**src/core/perf_mon_defs.vh**
```
// constants for the framer performance counters and per-slot test logic
// assumes a 40 MHz system clock and 32-bit APB word addressing
`ifndef PERF_MON_DEFS_VH
`define PERF_MON_DEFS_VH

// register byte offsets
`define OFS_CONFIG     8'h00
`define OFS_LOOP1      8'h04
`define OFS_LOOP2      8'h08
`define OFS_LOOP3      8'h0C
`define OFS_LOOP4      8'h10
`define OFS_PATH_HI    8'h14
`define OFS_PATH_LO    8'h18
`define OFS_SYNC_HI    8'h1C
`define OFS_SYNC_LO    8'h20
`define OFS_FEBE_HI    8'h24
`define OFS_FEBE_LO    8'h28
`define OFS_TX_SEL     8'h2C
`define OFS_RX_SEL     8'h30
`define OFS_TX_BYTE    8'h34
`define OFS_RX_BYTE    8'h38
`define OFS_LINE_CNT   8'h3C

// counter_config field positions
`define CFG_EXZ        0
`define CFG_FBIT       1
`define CFG_FS         2
`define CFG_CV         3
`define CFG_E1         4
`define CFG_ESF        5
`define CFG_SUBST      6
`define CFG_CRC4       7
`define CFG_UPD_LO     8
`define CFG_UPD_HI     9
`define CFG_MANUAL     10

// update modes
`define UPD_SECOND     2'b00
`define UPD_SHORT      2'b01
`define UPD_MANUAL     2'b10

// reset values and the counter maximum
`define CONFIG_RST     11'h000
`define BYTE_RST       8'h00
`define COUNT_MAX      16'hFFFF

// update intervals in ms and the clock in kHz
`define UPD_SECOND_MS  1000
`define UPD_T1_MS      42
`define UPD_E1_MS      62
`define CLK_KHZ        40000

// zero-run thresholds
`define ZERO_RUN_PLAIN 5'd16
`define ZERO_RUN_SUBST 5'd8

`endif

```
**src/core/sat_counter.v**
```verilog
// saturating 16-bit error counter with a host-visible snapshot
// assumes inc and update are one-cycle pulses on clk
`include "perf_mon_defs.vh"

module sat_counter (
	input  wire        clk,
	input  wire        srst,
	input  wire        inc,
	input  wire        update,
	output reg  [15:0] held
);

	reg [15:0] running;

	// snapshot and restart; an event in the update cycle seeds the new count
	always @(posedge clk) begin
		if (srst) begin
			running <= 16'h0000;
			held    <= 16'h0000;
		end else if (update) begin
			held    <= running;
			running <= {15'h0000, inc};
		end else if (inc && running != `COUNT_MAX) begin
			running <= running + 16'h0001;
		end
	end

endmodule // sat_counter

```
**src/core/line_code_check.v**
```verilog
// bipolar, code-violation and excess-zero detector for the receive line
// assumes one decoded symbol per bit_en; codeword flags a substitution bpv
`include "perf_mon_defs.vh"

module line_code_check (
	input  wire clk,
	input  wire srst,
	input  wire bit_en,
	input  wire mark,
	input  wire polarity,
	input  wire codeword,
	input  wire e1_mode,
	input  wire subst_en,
	input  wire count_zeros,
	input  wire cv_sel,
	output reg  violation
);

	reg       have_mark;
	reg       last_pol;
	reg       have_bpv;
	reg       last_bpv_pol;
	reg [4:0] zero_run;
	wire      bpv;
	wire      bpv_ok;
	wire      cv;
	wire      exz;
	wire [4:0] zlimit;

	// equal-polarity marks; codewords excluded only when substitution on
	assign bpv    = bit_en & mark & have_mark & (polarity == last_pol);
	assign bpv_ok = bpv & ~(subst_en & codeword);
	assign cv     = bpv_ok & have_bpv & (polarity == last_bpv_pol);
	assign zlimit = subst_en ? `ZERO_RUN_SUBST : `ZERO_RUN_PLAIN;
	assign exz    = bit_en & ~mark & count_zeros & ~e1_mode &
		(zero_run + 5'd1 == zlimit);

	// polarity history and zero run length
	always @(posedge clk) begin
		if (srst) begin
			have_mark    <= 1'b0;
			last_pol     <= 1'b0;
			have_bpv     <= 1'b0;
			last_bpv_pol <= 1'b0;
			zero_run     <= 5'd0;
			violation    <= 1'b0;
		end else begin
			if (bit_en && mark) begin
				have_mark <= 1'b1;
				last_pol  <= polarity;
				zero_run  <= 5'd0;
			end else if (bit_en && zero_run != zlimit) begin
				zero_run <= zero_run + 5'd1; // one count per zero; holding at the limit counts each run once
			end
			if (bpv_ok) begin
				have_bpv     <= 1'b1;
				last_bpv_pol <= polarity;
			end
			if (e1_mode)
				violation <= cv_sel ? cv : bpv_ok;
			else
				violation <= bpv_ok | exz;
		end
	end

endmodule // line_code_check

```
**src/core/perf_mon.v**
```verilog
// performance counters, per-slot loopback and channel probes of a framer
// assumes framer event inputs are one-cycle pulses synchronous to clk,
// and that the host reaches the registers over a zero-wait APB slave
//
// Function
// a timeslot with its loopback bit set sends received data instead
// system keeps transmit and receive clocks and frame syncs aligned
// any set of timeslots may loop back; one select bit each
// counters update each second, every 42/62 ms, or manually; pulse out
// every error counter stops at its maximum, never wraps
// T1 line count: bipolar violations plus 16 or 8 zero runs
// line violation counter counts even while sync is lost
// E1 bipolar violation: equal-polarity marks, HDB3 codewords excluded
// E1 code-violation select counts successive same-polarity violations
// E1 line count holds at 65,535
// T1 path count: CRC6 under ESF, Ft (plus optional Fs) under D4
// T1 path count paused during receive sync loss
// E1 path count CRC4 errors, paused on FAS or CRC4 sync loss
// path count is 16 bits in high and low registers
// T1 multiframe mode counts out-of-sync multiframes, even in sync loss
// T1 F-bit mode counts Ft or FPS errors, paused in sync loss
// E1 counts FAS word errors, paused in sync loss or alignment search
// sync loss count is 16 bits in high and low registers
// E1 CRC4 counts zero far-end bits, paused on FAS/CRC4 sync loss
// one transmit and one receive timeslot captured into probe bytes
// probe selectors are five-bit zero-based channel indices
// each update copies running counts out and restarts them at zero
//
// The register offsets and the APB slave port were left to the implementer.
`include "perf_mon_defs.vh"

module perf_mon #(
	parameter SECOND_CYCLES = `UPD_SECOND_MS * `CLK_KHZ,
	parameter T1_CYCLES     = `UPD_T1_MS * `CLK_KHZ,
	parameter E1_CYCLES     = `UPD_E1_MS * `CLK_KHZ
) (
	input  wire        clk,
	input  wire        srst,
	// apb slave
	input  wire        psel,
	input  wire        penable,
	input  wire        pwrite,
	input  wire [7:0]  paddr,
	input  wire [31:0] pwdata,
	output wire        pready,
	output wire        pslverr,
	output reg  [31:0] prdata,
	// transmit timing and data
	input  wire        tx_bit_en,
	input  wire        transmit_sync_in,
	input  wire        backplane_tx_serial_in,
	output reg         tx_line_data,
	// receive timing and decoded line symbols
	input  wire        rx_bit_en,
	input  wire        rx_frame_start,
	input  wire        rx_data,
	input  wire        rx_mark,
	input  wire        rx_polarity,
	input  wire        rx_codeword,
	// framer error events
	input  wire        crc6_error,
	input  wire        ft_error,
	input  wire        fs_error,
	input  wire        fps_error,
	input  wire        crc4_error,
	input  wire        fas_word_error,
	input  wire        rx_multiframe,
	input  wire        ebit_strobe,
	input  wire        ebit_value,
	// framer sync state
	input  wire        rx_sync_lost,
	input  wire        fas_sync_lost,
	input  wire        crc4_sync_lost,
	input  wire        fas_search,
	input  wire        cas_search,
	input  wire        crc4_search,
	// update event, for the host timer interrupt
	output reg         counter_update_pulse
);

	reg  [10:0] counter_config;
	reg  [31:0] loopback_select;
	reg  [4:0]  tx_probe_index;
	reg  [4:0]  rx_probe_index;
	reg  [7:0]  tx_channel_probe_byte;
	reg  [7:0]  rx_channel_probe_byte;
	reg  [7:0]  tx_pos;
	reg  [7:0]  rx_pos;
	reg  [7:0]  tx_shift;
	reg  [7:0]  rx_shift;
	reg  [25:0] timer;
	reg         manual_req;
	reg  [25:0] timer_limit;
	reg         auto_tick;
	reg         path_inc;
	reg         sync_inc;
	reg         febe_inc;
	reg  [31:0] next_prdata;
	reg         addr_hit;
	wire        wr_en;
	wire        update;
	wire        line_inc;
	wire        e1;
	wire        esf;
	wire [1:0]  upd_mode;
	wire [4:0]  tx_slot;
	wire [4:0]  rx_slot;
	wire        tx_in_slot;
	wire        rx_in_slot;
	wire [15:0] line_violation_count;
	wire [15:0] path_error_count;
	wire [15:0] sync_loss_count;
	wire [15:0] far_end_error_count;
	wire [7:0]  tx_pos_now;
	wire [7:0]  rx_pos_now;
	wire        next_tx_line_data;

	// bit position to timeslot; T1 frames open with a framing bit
	function [4:0] slot_of;
		input [7:0] pos;
		input       e1_mode;
		reg   [7:0] p;
		begin
			p = e1_mode ? pos : pos - 8'd1;
			slot_of = p[7:3];
		end
	endfunction

	// true for payload bits; the T1 framing bit belongs to no slot
	function in_payload;
		input [7:0] pos;
		input       e1_mode;
		begin
			in_payload = e1_mode || pos != 8'd0;
		end
	endfunction

	// true on the last bit of a slot
	function last_bit;
		input [7:0] pos;
		input       e1_mode;
		reg   [7:0] p;
		begin
			p = e1_mode ? pos : pos - 8'd1;
			last_bit = (p[2:0] == 3'd7) && in_payload(pos, e1_mode);
		end
	endfunction

	assign e1       = counter_config[`CFG_E1];
	assign esf      = counter_config[`CFG_ESF];
	assign upd_mode = counter_config[`CFG_UPD_HI:`CFG_UPD_LO];

	// zero-wait slave; unmapped addresses answer with an error
	assign pready  = 1'b1;
	assign pslverr = psel & penable & ~addr_hit;
	assign wr_en   = psel & penable & pwrite & addr_hit;

	// register writes; manual update is a write-one pulse
	always @(posedge clk) begin
		if (srst) begin
			counter_config  <= `CONFIG_RST;
			loopback_select <= 32'h0000_0000;
			tx_probe_index  <= 5'h00;
			rx_probe_index  <= 5'h00;
			manual_req      <= 1'b0;
		end else begin
			manual_req <= 1'b0;
			if (wr_en) begin
				case (paddr)
				`OFS_CONFIG: begin
					counter_config <= {1'b0, pwdata[9:0]};
					manual_req     <= pwdata[`CFG_MANUAL];
				end
				`OFS_LOOP1: loopback_select[7:0]   <= pwdata[7:0];
				`OFS_LOOP2: loopback_select[15:8]  <= pwdata[7:0];
				`OFS_LOOP3: loopback_select[23:16] <= pwdata[7:0];
				`OFS_LOOP4: loopback_select[31:24] <= pwdata[7:0];
				`OFS_TX_SEL: tx_probe_index <= pwdata[4:0];
				`OFS_RX_SEL: rx_probe_index <= pwdata[4:0];
				default: ;
				endcase
			end
		end
	end

	// read mux; path, sync-loss and far-end counts split into high and low bytes
	always @* begin
		next_prdata = 32'h0000_0000;
		addr_hit    = 1'b1;
		case (paddr)
		`OFS_CONFIG:   next_prdata[9:0] = counter_config[9:0];
		`OFS_LOOP1:    next_prdata[7:0] = loopback_select[7:0];
		`OFS_LOOP2:    next_prdata[7:0] = loopback_select[15:8];
		`OFS_LOOP3:    next_prdata[7:0] = loopback_select[23:16];
		`OFS_LOOP4:    next_prdata[7:0] = loopback_select[31:24];
		`OFS_PATH_HI:  next_prdata[7:0] = path_error_count[15:8];
		`OFS_PATH_LO:  next_prdata[7:0] = path_error_count[7:0];
		`OFS_SYNC_HI:  next_prdata[7:0] = sync_loss_count[15:8];
		`OFS_SYNC_LO:  next_prdata[7:0] = sync_loss_count[7:0];
		`OFS_FEBE_HI:  next_prdata[7:0] = far_end_error_count[15:8];
		`OFS_FEBE_LO:  next_prdata[7:0] = far_end_error_count[7:0];
		`OFS_TX_SEL:   next_prdata[4:0] = tx_probe_index;
		`OFS_RX_SEL:   next_prdata[4:0] = rx_probe_index;
		`OFS_TX_BYTE:  next_prdata[7:0] = tx_channel_probe_byte;
		`OFS_RX_BYTE:  next_prdata[7:0] = rx_channel_probe_byte;
		`OFS_LINE_CNT: next_prdata[15:0] = line_violation_count;
		default:       addr_hit = 1'b0;
		endcase
	end

	// read data held in a flop, loaded in the setup cycle
	always @(posedge clk) begin
		if (srst)
			prdata <= 32'h0000_0000;
		else if (psel && !penable && !pwrite)
			prdata <= next_prdata;
	end

	// short update interval follows the line mode
	always @* begin
		if (upd_mode == `UPD_SHORT)
			timer_limit = e1 ? E1_CYCLES[25:0] : T1_CYCLES[25:0];
		else
			timer_limit = SECOND_CYCLES[25:0];
	end

	// interval timer; restarts when it expires
	always @(posedge clk) begin
		if (srst) begin
			timer     <= 26'd0;
			auto_tick <= 1'b0;
		end else if (upd_mode == `UPD_MANUAL) begin
			timer     <= 26'd0;
			auto_tick <= 1'b0;
		end else if (timer >= timer_limit - 26'd1) begin
			timer     <= 26'd0;
			auto_tick <= 1'b1;
		end else begin
			timer     <= timer + 26'd1;
			auto_tick <= 1'b0;
		end
	end

	// a manual request also works in automatic modes
	assign update = auto_tick | manual_req;

	// update pulse shown to the host, raised on the same edge as the snapshot
	always @(posedge clk) begin
		if (srst)
			counter_update_pulse <= 1'b0;
		else
			counter_update_pulse <= update;
	end

	// transmit bit position; sync marks the frame's first bit
	assign tx_pos_now = transmit_sync_in ? 8'd0 : tx_pos;
	always @(posedge clk) begin
		if (srst)
			tx_pos <= 8'd0;
		else if (tx_bit_en)
			tx_pos <= tx_pos_now + 8'd1;
	end

	assign tx_slot    = slot_of(tx_pos_now, e1);
	assign tx_in_slot = in_payload(tx_pos_now, e1);

	// outgoing bit for the current transmit slot, after loopback
	assign next_tx_line_data = (tx_in_slot && loopback_select[tx_slot]) ?
		rx_data : backplane_tx_serial_in;

	// loopback relies on receive bits arriving aligned with transmit ones
	always @(posedge clk) begin
		if (srst)
			tx_line_data <= 1'b0;
		else if (tx_bit_en)
			tx_line_data <= next_tx_line_data;
	end

	// receive bit position
	assign rx_pos_now = rx_frame_start ? 8'd0 : rx_pos;
	always @(posedge clk) begin
		if (srst)
			rx_pos <= 8'd0;
		else if (rx_bit_en)
			rx_pos <= rx_pos_now + 8'd1;
	end

	assign rx_slot    = slot_of(rx_pos_now, e1);
	assign rx_in_slot = in_payload(rx_pos_now, e1);

	// probe capture: shift bits, latch the byte at the slot's last bit
	always @(posedge clk) begin
		if (srst) begin
			tx_shift              <= `BYTE_RST;
			rx_shift              <= `BYTE_RST;
			tx_channel_probe_byte <= `BYTE_RST;
			rx_channel_probe_byte <= `BYTE_RST;
		end else begin
			if (tx_bit_en) begin
				tx_shift <= {tx_shift[6:0], next_tx_line_data};
				if (last_bit(tx_pos_now, e1) && tx_slot == tx_probe_index)
					tx_channel_probe_byte <=
						{tx_shift[6:0], next_tx_line_data};
			end
			if (rx_bit_en) begin
				rx_shift <= {rx_shift[6:0], rx_data};
				if (last_bit(rx_pos_now, e1) && rx_in_slot &&
					rx_slot == rx_probe_index)
					rx_channel_probe_byte <= {rx_shift[6:0], rx_data};
			end
		end
	end

	// path event selection and qualification
	always @* begin
		if (e1)
			path_inc = crc4_error & ~fas_sync_lost & ~crc4_sync_lost;
		else if (esf)
			path_inc = crc6_error & ~rx_sync_lost;
		else
			path_inc = (ft_error | (fs_error & counter_config[`CFG_FS])) &
				~rx_sync_lost;
	end

	// out-of-sync event selection
	always @* begin
		if (e1)
			sync_inc = fas_word_error & ~rx_sync_lost & ~fas_search &
				~cas_search & ~crc4_search;
		else if (!counter_config[`CFG_FBIT])
			sync_inc = rx_multiframe & rx_sync_lost;
		else
			sync_inc = (esf ? fps_error : ft_error) & ~rx_sync_lost;
	end

	// far-end error bits, only with E1 CRC4 multiframing
	always @* begin
		febe_inc = e1 & counter_config[`CFG_CRC4] & ebit_strobe &
			~ebit_value & ~fas_sync_lost & ~crc4_sync_lost;
	end

	// line code checker is never gated by sync state
	line_code_check u_line (
		.clk         (clk),
		.srst        (srst),
		.bit_en      (rx_bit_en),
		.mark        (rx_mark),
		.polarity    (rx_polarity),
		.codeword    (rx_codeword),
		.e1_mode     (e1),
		.subst_en    (counter_config[`CFG_SUBST]),
		.count_zeros (counter_config[`CFG_EXZ]),
		.cv_sel      (counter_config[`CFG_CV]),
		.violation   (line_inc)
	);

	sat_counter u_line_cnt (
		.clk    (clk),
		.srst   (srst),
		.inc    (line_inc),
		.update (update),
		.held   (line_violation_count)
	);

	sat_counter u_path_cnt (
		.clk    (clk),
		.srst   (srst),
		.inc    (path_inc),
		.update (update),
		.held   (path_error_count)
	);

	sat_counter u_sync_cnt (
		.clk    (clk),
		.srst   (srst),
		.inc    (sync_inc),
		.update (update),
		.held   (sync_loss_count)
	);

	sat_counter u_febe_cnt (
		.clk    (clk),
		.srst   (srst),
		.inc    (febe_inc),
		.update (update),
		.held   (far_end_error_count)
	);

endmodule // perf_mon

```
**config.mk**
```make
export PLATFORM = sky130hd
export DESIGN_NAME = perf_mon
export DESIGN_NICKNAME = d
export VERILOG_FILES = /design/src/core/sat_counter.v /design/src/core/line_code_check.v /design/src/core/perf_mon.v
export VERILOG_INCLUDE_DIRS = /design/src /design/src/core
export SDC_FILE = /design/constraint.sdc
export NUM_CORES = 1
export LEC_CHECK = 0
export BUFFER_PORTS_ARGS = -buffer_cell sky130_fd_sc_hd__buf_2
export CAP_MARGIN = 10
export CORE_ASPECT_RATIO = 1.2
export CORE_MARGIN = 5
export CORE_UTILIZATION = 50
export CTS_CLUSTER_DIAMETER = 30
export DETAILED_ROUTE_END_ITERATION = 6
export PLACE_DENSITY = 0.81
export SYNTH_ARGS = -nofsm -noshare
export SYNTH_HDL_FRONTEND = slang
export SYNTH_SLANG_ARGS = --single-unit
```
**constraint.sdc**
```tcl
create_clock -name clk -period 3.8 [get_ports clk]
set_clock_uncertainty 0.15 [all_clocks]
set_input_delay 0.76 -clock clk [delete_from_list [all_inputs] [get_ports clk]]
set_output_delay 0.76 -clock clk [all_outputs]
set_load 0.01 [all_outputs]
```
==> results.sh <==
export IMPL_rsz0062_at_grt="false"
export IMPL_max_slew_margin_rel_pct=21.5
export IMPL_start_util_pct=50.5
export IMPL_fmaxAchievable_ghz=0.285
export IMPL_synthFlopType="dfxtp_1"
export IMPL_routedWlPerCell_um=18.9
export IMPL_clkLatencyLatePin_ns=0.57
export IMPL_setup_tns_ns=0
export IMPL_die_height_um=188
export IMPL_vias=11900
export IMPL_place_congestion=0.956
export IMPL_cts_sinks=281
export IMPL_antenna_cells=0
export IMPL_dr_pass1_iters=6
export IMPL_io_buffers=66
export IMPL_p_per_area_nw_per_um2=501
export IMPL_numCtsBuffers=52
export IMPL_crit_slowest_cell="dfxtp_1"
export IMPL_period_needed_ns=3.50
export IMPL_hp_class="flop to flop"
export IMPL_clockRootBuffer="clkbuf_16"
export IMPL_dp_hpwl_mm=25.9
export IMPL_crit_type="flop to flop"
export IMPL_synth_cell_types=73
export IMPL_period_share_pct=92.2
export IMPL_ys_seq_area_share_pct=42.4
export IMPL_grt_util_all_layers_pct=24.4
export IMPL_grt_remaining_overflow=0
export IMPL_cts_setup_buffers=0
export IMPL_cp_required_ns=4.12
export IMPL_core_area_sq_um=26300
export IMPL_path_clk_slew_ns=0.06
export IMPL_cpMostUsedCell="or3_1"
export IMPL_ios=105
export IMPL_slowest_delay_ns=0.69
export IMPL_dieArea_sq_um=29900
export IMPL_drt_wl_total_mm=37.3
export IMPL_cap_viol_max_count=0
export IMPL_drc=0
export IMPL_synth_ff_latch_count=281
export IMPL_arrival_ns=3.82
export IMPL_nets=1688
export IMPL_endpoint_kind="flop"
export IMPL_ys_warn_count=0
export IMPL_setup_viol=0
export IMPL_worst_slew_pin_slew_ns=1.18
export IMPL_vdd_drop_max_mv=0.365
export IMPL_num_rows=65
export IMPL_cts_resized=0
export IMPL_hold_violations=0
export IMPL_synth_area_sq_um=13300
export IMPL_hold_buffers=0
export IMPL_grt_pass1_wl_mm=59.5
export IMPL_cts_htree_levels=2
export IMPL_worst_path_max_fanout=12
export IMPL_async_reset_ff_share_pct=0
export IMPL_startpoint_type="flop"
export IMPL_synth_cells=1515
export IMPL_synth_edff_count=0
export IMPL_first_iter_violations=1227
export IMPL_grt_pass1_vias=11400
export IMPL_path_buf_inv=1
export IMPL_crit_family="simple AND/OR/NAND/NOR gates"
export IMPL_antenna_found_initial=0
export IMPL_cellLeakagePower_nw=5.95
export IMPL_cp_cell_sequence="inv_2 > nor3_1 > a22oi_1 > nor2_1 > nand4_1 > or3_1 > or3_1 > a21oi_1"
export IMPL_viasPerCell=6.03
export IMPL_syn_area_per_cell_sq_um=8.75
export IMPL_dieWidth_um=159
export IMPL_grt_max_degree=86
export IMPL_fin_total_pwr_mw=7.86
export IMPL_tritoncts="built"
export IMPL_outcome="complete, no violations"
export IMPL_cts_buffer_depth=3
export IMPL_antenna_left=0
export IMPL_slew_viol_final=0
export IMPL_area_growth_synth_to_final_pct=18.3
export IMPL_drive_gt1_share_pct=13.5
==> cell type report <==
class	count	area (sq um)
timing repair buffer	100	588
clock inverter	43	440
inverter	35	131
fill	2146	10600
tap	335	419
clock buffer	55	1330
sequential	281	5630
multi-input combinational	1123	7140
==> sequential cells by signal, summed over array words and instances, names as in the netlist, 8 cells and up <==
| register | flops |
|---|---|
| u_line_cnt.held | 16 |
| loopback_select | 32 |
| timer | 26 |
| counter_config | 10 |
| u_sync_cnt.held | 16 |
| rx_channel_probe_byte | 8 |
| u_path_cnt.running | 16 |
| tx_channel_probe_byte | 8 |
| u_path_cnt.held | 16 |
| tx_pos | 8 |
| prdata | 16 |
| u_febe_cnt.running | 16 |
| u_febe_cnt.held | 16 |
| u_sync_cnt.running | 16 |
| u_line_cnt.running | 16 |
| rx_pos | 8 |
==> layer usage <==
layer  routed length [um]  up-vias  track usage, %
li1                     -     5598               -
met5                    0        -               0
met1                15100     5713            30.8
met3                 2690      107            4.76
met4                 1850        0            12.0
met2                17700      481            39.6
==> layout by cell type, fill, tap and decap left out, drive strengths merged, types with 5 or more instances in the layout <==
| cell | synthesis | layout |
|---|---|---|
| ha | 26 | 26 |
| a22o | 67 | 67 |
| nor3 | 61 | 61 |
| o21ai | 42 | 42 |
| mux2i | 91 | 91 |
| and4 | 7 | 7 |
| nor4 | 7 | 7 |
| or4 | 6 | 6 |
| xnor2 | 48 | 48 |
| clkbuf | 57 | 55 |
| a21o | 5 | 5 |
| clkinvlp | 0 | 9 |
| conb | 2 | 17 |
| clkinv | 0 | 13 |
| and3 | 19 | 19 |
| or3 | 17 | 17 |
| nand3b | 6 | 6 |
| nor2 | 232 | 232 |
| nand3 | 55 | 55 |
| o22ai | 18 | 18 |
| a311oi | 8 | 8 |
| a221oi | 10 | 10 |
| dfxtp | 281 | 281 |
| buf | 34 | 100 |
| a211oi | 13 | 13 |
| o31ai | 6 | 6 |
| nand4 | 25 | 25 |
| nand2 | 105 | 105 |
| a21oi | 66 | 66 |
| o221ai | 6 | 6 |
| a22oi | 34 | 34 |
| xor2 | 48 | 48 |
| inv | 35 | 53 |
| nand2b | 14 | 14 |
| a31oi | 6 | 6 |
| nor2b | 15 | 15 |
==> power breakdown <==
| group | total, mW | internal, mW | switching (mW) |
|---|---|---|---|
| combinational | 0.318 | 0.110 | 0.208 |
| sequential | 2.99 | 2.97 | 0.0220 |
| clock | 4.55 | 2.83 | 1.71 |
==> through the flow <==
step                      instance area [sq um]  instances  setup WS [ns]  utilization [%]  hold WS, ns
after floorplan                           13300       1530         0.0125                -        0.273
after global placement                    13900       1874          0.301             52.9        0.283
after detailed placement                  13900       1874          0.136             52.9        0.299
after CTS                                 15700       1972          0.369             59.7        0.305
after global routing                      15700       1972         0.0348             59.7        0.318
final                                     15700       1972          0.297             59.7        0.305
==> kinds of logic after synthesis <==
family                     synth area share, %
AOI/OAI and AO/OA                         16.6
xor gates and xnor gates                  6.34
and+or+nand+nor                           20.9
muxes                                     6.87
adders and majority gates                 2.61
DFF                                       42.4
other                                   0.0566
buffers and inverters                     4.17
==> synth_stat cells (4+ instances only) <==
library cell  count  area share, %
mux2i_1          91            6.9
nor4_1            6           0.28
o22ai_1          18           0.85
a22o_1           67            4.4
o31ai_1           5           0.28
buf_2             7           0.26
clkbuf_1         57            1.6
a21oi_1          65            2.5
nand3_1          54            2.0
o21ai_0          39            1.5
buf_4            19            1.1
nand2_1         105            3.0
buf_1             8           0.23
nand4_1          25            1.2
or4_1             4           0.23
a22oi_1          33            1.9
and3_1           18           0.85
and2_1            4           0.19
a311oi_1          7           0.46
nand2b_1         14           0.66
nor3_2            4           0.30
xnor2_1          48            3.2
dfxtp_1         281             42
nor2_1          231            6.5
a211oi_1         13           0.74
nor2b_1          15           0.71
and4_1            7           0.46
o221ai_1          5           0.33
a221oi_1         10           0.66
a21o_1            5           0.28
nor3_1           57            2.2
a222oi_1          4           0.30
nand3b_1          6           0.34
ha_1             26            2.5
or3_1            17           0.80
inv_1            33           0.93
a31oi_1           6           0.28
a32oi_1           4           0.26
xor2_1           48            3.2
==> final timing paths <==
kind	from	end	slack [ns]	cells after the start
worst max-delay path	counter_config[4]$_SDFFE_PP0N_	u_path_cnt.running[13]$_SDFFE_PP0P_	0.30	8
worst min-delay path	timer[0]$_SDFF_PP0_	timer[0]$_SDFF_PP0_	0.30	1
worst max register to register	counter_config[4]$_SDFFE_PP0N_	u_path_cnt.running[13]$_SDFFE_PP0P_	0.30	8
worst min register to register	timer[0]$_SDFF_PP0_	timer[0]$_SDFF_PP0_	0.30	1
Note: power is estimated with default switching activity, not from simulation.
